## config.mk

```make
export PLATFORM = sky130hd
export DESIGN_NAME = ssr_top
export DESIGN_NICKNAME = d
export VERILOG_FILES = /design/src/ssr_pkg.sv /design/src/ssr_grp_if.sv /design/src/ssr_top.sv /design/src/ssr_event_group.sv
export SDC_FILE = /design/constraint.sdc
export NUM_CORES = 1
export LEC_CHECK = 0
export BUFFER_PORTS_ARGS = -buffer_cell sky130_fd_sc_hd__buf_2
export CORE_UTILIZATION = 40
export DETAILED_ROUTE_END_ITERATION = 6
export PLACE_DENSITY = 0.7
export SYNTH_ARGS = -nofsm -noshare
export SYNTH_HDL_FRONTEND = slang
export SYNTH_SLANG_ARGS = --single-unit
```

## constraint.sdc

```tcl
create_clock -name clk -period 1.3 [get_ports clk]
set_clock_uncertainty 0.15 [all_clocks]
set_input_delay 0.26 -clock clk [delete_from_list [all_inputs] [get_ports clk]]
set_output_delay 0.26 -clock clk [all_outputs]
set_load 0.05 [all_outputs]
```

## src/ssr_pkg.sv

```systemverilog
package ssr_pkg;
   // Group widths
   localparam int QUES_W = 16;
   localparam int STD_W  = 8;
   localparam int STB_W  = 8;

   // Status byte bit positions
   localparam int STB_ERR_BIT = 2;
   localparam int STB_QUE_BIT = 3;
   localparam int STB_MAV_BIT = 4;
   localparam int STB_STD_BIT = 5;
   localparam int STB_MSS_BIT = 6;

   // Summary field that the enable mask can select (bits 5..2)
   localparam int STB_LO = STB_ERR_BIT;
   localparam int STB_HI = STB_STD_BIT;

   // Reset values
   localparam logic [STB_W-1:0] STB_RST  = 8'h00;
   localparam logic [STB_W-1:0] MASK_RST = 8'h00;
endpackage

```

## src/ssr_grp_if.sv

```systemverilog
`timescale 1ns/1ps
// Command and result bundle for one register group
interface ssr_grp_if #(parameter int W = 16);
   logic [W-1:0] cond;
   logic         ev_rd;
   logic         cls;
   logic         pres;
   logic         en_we;
   logic [W-1:0] en_wdata;
   logic         summary;
   logic [W-1:0] ev_rdata;
   logic [W-1:0] cond_rdata;
   logic [W-1:0] en_rdata;

   modport grp (
      input  cond, ev_rd, cls, pres, en_we, en_wdata,
      output summary, ev_rdata, cond_rdata, en_rdata
   );
   modport ctl (
      output cond, ev_rd, cls, pres, en_we, en_wdata,
      input  summary, ev_rdata, cond_rdata, en_rdata
   );
endinterface

```

## src/ssr_top.sv

```systemverilog
`timescale 1ns/1ps
// Summary of operation
// - Condition registers follow live state, read-only
// - Event bits latch edges, no counting
// - Event bits stay until query or clear
// - Enable masks select bits into summary
// - Clear-status clears events, keeps enables
// - Preset clears group enable masks
// - Message-available bit follows output buffer data
// - Clearing group events clears its summary bit
// - Bit 2 set while error queue nonempty
// - Bit 3 is enabled questionable summary
// - Bit 5 is enabled standard-event summary
// - Bit 6 is enabled status byte summary
// - Service-request-enable writes summary mask
// - Power-on clears mask only when setting is 1
// - Master bit rising raises service request
// - Serial poll clears request bit and line
// - Byte query keeps master bit and request
module ssr_top #(
   parameter int QW = ssr_pkg::QUES_W,
   parameter int SW = ssr_pkg::STD_W
) (
   input  wire logic                      clk,
   input  wire logic                      rst_n,
   input  wire logic [QW-1:0]             ques_condition,
   input  wire logic [SW-1:0]             std_condition,
   input  wire logic                      err_queue_nonempty,
   input  wire logic                      out_buf_has_data,
   input  wire logic                      clear_status_command,
   input  wire logic                      status_preset_command,
   input  wire logic                      questionable_event_query,
   input  wire logic                      ques_enable_write,
   input  wire logic [QW-1:0]             ques_enable_wdata,
   input  wire logic                      std_event_query,
   input  wire logic                      std_enable_write,
   input  wire logic [SW-1:0]             std_enable_wdata,
   input  wire logic                      service_request_enable_command,
   input  wire logic [ssr_pkg::STB_W-1:0] srq_enable_wdata,
   input  wire logic                      power_on_clear_setting,
   input  wire logic [ssr_pkg::STB_W-1:0] retained_enable_mask,
   input  wire logic                      summary_byte_query,
   input  wire logic                      serial_poll,
   output logic      [QW-1:0]             ques_condition_rdata,
   output logic      [QW-1:0]             ques_event_rdata,
   output logic      [QW-1:0]             ques_enable_rdata,
   output logic      [SW-1:0]             std_event_rdata,
   output logic      [SW-1:0]             std_enable_rdata,
   output logic      [ssr_pkg::STB_W-1:0] summary_enable_mask,
   output logic      [ssr_pkg::STB_W-1:0] status_summary_byte,
   output logic      [ssr_pkg::STB_W-1:0] serial_poll_byte,
   output logic                           srq
);

   // ****************************************
   // Register groups
   // ****************************************

   ssr_grp_if #(.W(QW)) qg ();
   ssr_grp_if #(.W(SW)) sg ();

   // Clear-status and preset fan out to both groups
   // clear-status events, preset enables
   assign qg.cond     = ques_condition;
   assign qg.ev_rd    = questionable_event_query;
   assign qg.cls      = clear_status_command;
   assign qg.pres     = status_preset_command;
   assign qg.en_we    = ques_enable_write;
   assign qg.en_wdata = ques_enable_wdata;

   assign sg.cond     = std_condition;
   assign sg.ev_rd    = std_event_query;
   assign sg.cls      = clear_status_command;
   assign sg.pres     = status_preset_command;
   assign sg.en_we    = std_enable_write;
   assign sg.en_wdata = std_enable_wdata;

   ssr_event_group #(.W(QW)) u_ques (
      .clk   (clk),
      .rst_n (rst_n),
      .g     (qg.grp)
   );

   ssr_event_group #(.W(SW)) u_std (
      .clk   (clk),
      .rst_n (rst_n),
      .g     (sg.grp)
   );

   assign ques_condition_rdata = qg.cond_rdata;
   assign ques_event_rdata     = qg.ev_rdata;
   assign ques_enable_rdata    = qg.en_rdata;
   assign std_event_rdata      = sg.ev_rdata;
   assign std_enable_rdata     = sg.en_rdata;

   // ****************************************
   // Status byte condition
   // ****************************************

   logic [ssr_pkg::STB_W-1:0] stb_cond;
   logic [ssr_pkg::STB_W-1:0] stb_full;
   logic                      master;
   logic                      master_q;
   logic                      request_service_bit;
   logic                      init_done;

   // Rebuilt each cycle; a cleared group event drops its bit two cycles later
   // summary follows events
   always_ff @(posedge clk or negedge rst_n) begin
      if (!rst_n) begin
         stb_cond <= ssr_pkg::STB_RST;
      end else begin
         stb_cond                       <= ssr_pkg::STB_RST;
         stb_cond[ssr_pkg::STB_ERR_BIT] <= err_queue_nonempty;
         stb_cond[ssr_pkg::STB_QUE_BIT] <= qg.summary;
         stb_cond[ssr_pkg::STB_MAV_BIT] <= out_buf_has_data;
         stb_cond[ssr_pkg::STB_STD_BIT] <= sg.summary;
      end
   end

   // Only bits 5..2 can ever be set, so masking the whole byte is safe
   // master summary
   assign master = |(stb_cond & summary_enable_mask);

   // Unused bits 0, 1 and 7 stay at zero
   // unused bits zero
   always_comb begin
      stb_full                       = stb_cond;
      stb_full[ssr_pkg::STB_MSS_BIT] = master;
   end

   // ****************************************
   // Summary enable mask
   // ****************************************

   // Async reset may only load a constant, so the retained mask is
   // taken on the first clock after release instead
   // conditional power-on clear
   always_ff @(posedge clk or negedge rst_n) begin
      if (!rst_n) begin
         init_done           <= 1'b0;
         summary_enable_mask <= ssr_pkg::MASK_RST;
      end else if (!init_done) begin
         init_done           <= 1'b1;
         summary_enable_mask <= power_on_clear_setting ? ssr_pkg::MASK_RST
                                                       : retained_enable_mask;
      end else if (service_request_enable_command) begin
         summary_enable_mask <= srq_enable_wdata;
      end
   end

   // ****************************************
   // Service request
   // ****************************************

   // A new rise beats a poll in the same cycle, so no request is lost
   // rise raises request
   always_ff @(posedge clk or negedge rst_n) begin
      if (!rst_n) begin
         master_q <= 1'b0;
         request_service_bit      <= 1'b0;
      end else begin
         master_q <= master;
         if (master && !master_q) begin
            request_service_bit <= 1'b1;
         end else if (serial_poll) begin
            request_service_bit <= 1'b0;
         end
      end
   end

   assign srq = request_service_bit;

   // ****************************************
   // Read-back bytes
   // ****************************************

   // Poll reports the request bit; byte query reports live master summary
   // and leaves the request alone
   // query keeps request
   always_ff @(posedge clk or negedge rst_n) begin
      if (!rst_n) begin
         status_summary_byte <= ssr_pkg::STB_RST;
         serial_poll_byte    <= ssr_pkg::STB_RST;
      end else begin
         if (summary_byte_query) begin
            status_summary_byte <= stb_full;
         end
         if (serial_poll) begin
            serial_poll_byte                       <= stb_full;
            serial_poll_byte[ssr_pkg::STB_MSS_BIT] <= request_service_bit;
         end
      end
   end
endmodule

```

## src/ssr_event_group.sv

```systemverilog
`timescale 1ns/1ps
module ssr_event_group #(
   parameter int W = 16
) (
   input wire logic clk,
   input wire logic rst_n,
   ssr_grp_if.grp   g
);

   logic [W-1:0] cond_q;
   logic [W-1:0] ev;
   logic [W-1:0] en;
   logic [W-1:0] rise;

   // Rising edges of the live condition are the events
   assign rise = g.cond & ~cond_q;

   // ****************************************
   // Condition tracking
   // ****************************************

   // Previous condition, for edge detection; read-back is a plain copy
   // live read-only
   always_ff @(posedge clk or negedge rst_n) begin
      if (!rst_n) begin
         cond_q       <= '0;
         g.cond_rdata <= '0;
      end else begin
         cond_q       <= g.cond;
         g.cond_rdata <= g.cond;
      end
   end

   // ****************************************
   // Event latch
   // ****************************************

   // A new edge in the clearing cycle survives: set wins over clear
   // latch, no counting
   always_ff @(posedge clk or negedge rst_n) begin
      if (!rst_n) begin
         ev <= '0;
      end else if (g.cls || g.ev_rd) begin
         ev <= rise;
      end else begin
         ev <= ev | rise;
      end
   end

   // Query returns the value held before the clear
   always_ff @(posedge clk or negedge rst_n) begin
      if (!rst_n) begin
         g.ev_rdata <= '0;
      end else if (g.ev_rd) begin
         g.ev_rdata <= ev;
      end
   end

   // ****************************************
   // Enable mask and summary
   // ****************************************

   // Preset beats a write in the same cycle; clear-status never touches it
   // enable mask
   always_ff @(posedge clk or negedge rst_n) begin
      if (!rst_n) begin
         en <= '0;
      end else if (g.pres) begin
         en <= '0;
      end else if (g.en_we) begin
         en <= g.en_wdata;
      end
   end

   assign g.en_rdata = en;

   always_ff @(posedge clk or negedge rst_n) begin
      if (!rst_n) begin
         g.summary <= 1'b0;
      end else begin
         g.summary <= |(ev & en);
      end
   end
endmodule

```

==> summary.md <==
| Metric | Value |
|---|---|
| Status | `finished with violations` |
| Failing checks | `negative setup slack` |
| H-tree Lvls | `4` |
| Worst hold margin | `31.7 ps` |
| TritonCTS clock tree | `built` |
| Pre-antenna DRT Iters | `4` |
| Peak Freq | `708 MHz` |
| Area of the multi-input gates | `0.00137 mm^2` |
| Commonest register cell after synthesis | `dfrtp_1` |
| Critical path's largest stage delay | `430 ps` |
| Starting DRT DRC Count | `200` |
| Buf+Inv Stages, Crit Path | `1` |
| Final ANT Viol Nets | `0` |
| Cell with the most instances after synthesis | `dfrtp_1` |
| Most frequent cells after synthesis | `dfrtp_1, inv_1, nand2_1, nor2_1, o21ai_1` |
| Chip Height | `110 um` |
| PnR worst setup slack | `-113 ps` |
| Worst slew pin tran | `563 ps` |
| DP Worst Slack | `9.31 ps` |
| Die width | `110 um` |
| Clk buf depth | `2` |
| Min-delay worst type | `input pin to register` |
| Power Density | `1470 mW/mm^2` |
| FF/Latch Area | `0.00310 mm^2` |
| Area leader, netlist | `dfrtp_1` |
| Vias in the first global route | `4159` |
| Tot GR Track Use | `24.4%` |
| Worst setup EP type | `output port` |
| Residual DRC | `0` |
| Detailed placement HPWL | `7830 um` |
| TritonCTS Sinks | `123` |
| Final Setup Violations | `88` |
| I/O pins | `167` |
| Core Area | `0.0111 mm^2` |
| I/O Buffers | `160` |
| Pins over their slew limit | `0` |
| Grt ovf | `0` |
| Top post-synthesis cells by area | `dfrtp_1, mux2_1, mux2_4, mux2i_1, o21ai_1` |
| # fillers | `687` |
| CP arrival | `1000 ps` |
| Cells after Synth | `338` |
| Vias per cell | `4.97` |
| Initial core utilization | `41.8%` |
| Cell Area, Synth | `0.00463 mm^2` |
| Gpl congestion | `0.809` |
| Non-Filler Instances | `793` |
| CP Cell Sequence | `buf_6` |
| Critical Path Start Type | `register` |
| Slew margin rel. | `62.5%` |
| Post-route setup TNS | `-6760 ps` |
| First-pass GRT wire length | `21200 um` |
| Fraction of layout cells with a size suffix above 1 | `46.7%` |
| Post-synth EDFFs | `0` |
| Syn_area_per_cell | `13.7 um^2` |
| Final worst-path cycle share | `109%` |
| # rows | `38` |
| Warnings, synthesis | `0` |
| Slowest cell on the critical path | `dfrtp_2` |
| Maxcap violations | `0` |
| Number of diodes | `0` |
| Sequential share of the synthesized area | `66.4%` |
| DR vias | `3944` |
| CTS Buf Count | `17` |
| Area growth, synth to finish | `71.0%` |
| Peak supply drop | `0.00139 V` |
| Final #Nets | `719` |
| Post-Route WL | `14100 um` |
| Initial antenna violation count | `0` |
| Post-Route Utilization | `71.5%` |
| Ys async rst share | `100%` |
| Worst EP required | `890 ps` |
| Family with the most delay on the worst path | `flip-flops` |
| Die area | `0.0120 mm^2` |
| Tmin final | `1410 ps` |
| CP max FO | `3` |
| Leakage | `4.02 nW` |
| Synth top area share | `66.4%` |
| Cell variety after synth | `23` |
| Yosys reg bits | `123` |
| Worst-Skew Late Latency | `410 ps` |
| Largest net degree at the start of global routing | `43` |
| Type of the worst setup path | `register to output port` |
| RSZ-0062 raised after global routing | `yes` |
| WL/cell | `17.8 um` |
| Final hold viol count | `0` |
| Root Driver | `clkbuf_16` |
| Clk slew on worst S/H paths | `60 ps` |
| Placed instance count | `634` |
==> final cells by class <==
class                           count  area share [%]
Sequential cell                   123            39.1
Multi-Input combinational cell    176            17.3
Clock inverter                      6           0.758
Timing Repair Buffer              297            33.0
Clock buffer                       25            6.50
Inverter                           26            1.23
Tap cell                          140            2.21
==> per-stage QoR <==
stage | power [W] | instance area [um^2]
after floorplan | 0.00577 | 4700
after global placement | 0.00637 | 5680
after detailed placement | 0.00641 | 5680
after CTS | 0.0116 | 7760
after global routing | 0.0121 | 7930
final | 0.0117 | 7930
==> state kept, by name, indices dropped and copies added, names as in the netlist <==
signal,count
u_std.g.en_rdata,8
summary_enable_mask,8
init_done,1
master_q,1
stb_cond,4
u_std.g.summary,1
u_std.ev,8
u_ques.g.en_rdata,16
u_std.cond_q,8
serial_poll_byte,5
u_ques.g.ev_rdata,16
u_ques.g.cond_rdata,16
u_std.g.ev_rdata,8
status_summary_byte,5
srq,1
u_ques.ev,16
u_ques.g.summary,1
==> repair_timing <==
item,in CTS,in global routing
hold buffers,61,0
resized for setup,172,3
endpoints found under the setup margin,84,87
endpoints found under the hold margin,206,0
pin swaps,2,1
setup buffers,46,21
==> placed cells by master (no fill, tap or decap), types with 15 or more instances in the layout <==
master | synthesis | routed
mux2_4 | 17 | 17
dlygate4sd3_1 | 0 | 61
dfrtp_1 | 123 | 108
clkbuf_16 | 0 | 17
o21ai_1 | 25 | 25
mux2_1 | 24 | 24
buf_2 | 5 | 76
inv_1 | 26 | 26
nor2_1 | 25 | 25
nand2_1 | 25 | 25
buf_4 | 8 | 69
mux2i_1 | 24 | 24
dfrtp_2 | 0 | 15
buf_6 | 4 | 78
==> worst paths after layout <==
path / start / end / slack, ps / cells after the start
max: u_ques.g.en_rdata[11] / ques_enable_rdata[11] / -110 / 1
min in group asynchronous: rst_n / u_ques.g.ev_rdata[5] / 140 / 2
min: serial_poll / srq / 30 / 2
max in group asynchronous: rst_n / summary_enable_mask[0] / 330 / 3
max reg2reg: u_ques.g.en_rdata[5] / u_ques.g.summary / -80 / 4
min reg2reg: u_ques.g.summary / stb_cond[3] / 190 / 0
==> power by group <==
group	total, W	internal (W)	switching, W
combinational	0.00268	0.00118	0.00151
sequential	0.00447	0.00418	0.000284
clock	0.00454	0.00291	0.00163
==> per-layer routing <==
layer  share of wire (%)  routed length (um)  vias up  GRT usage [%]
li1                    -                   -     1745              -
met2                  54                7620      166           41.9
met3                 4.8                 677       54           7.59
met5                   0                   0        -              0
met4                 4.5                 629        0           14.5
met1                  37                5200     1979           26.4
==> kinds of logic (layout without fill, tap and decap cells) <==
logic type             after synthesis  after routing  synth area share [%]
other                                2              7                 0.162
DFF                                123            123                  66.4
muxes                               65             65                  16.5
and+or+nand+nor                     56             56                  4.97
AOI/OAI and AO/OA                   48             48                  6.94
buffers and inverters               44            354                  4.99
No activity file was read; power rests on OpenSTA's default activity.
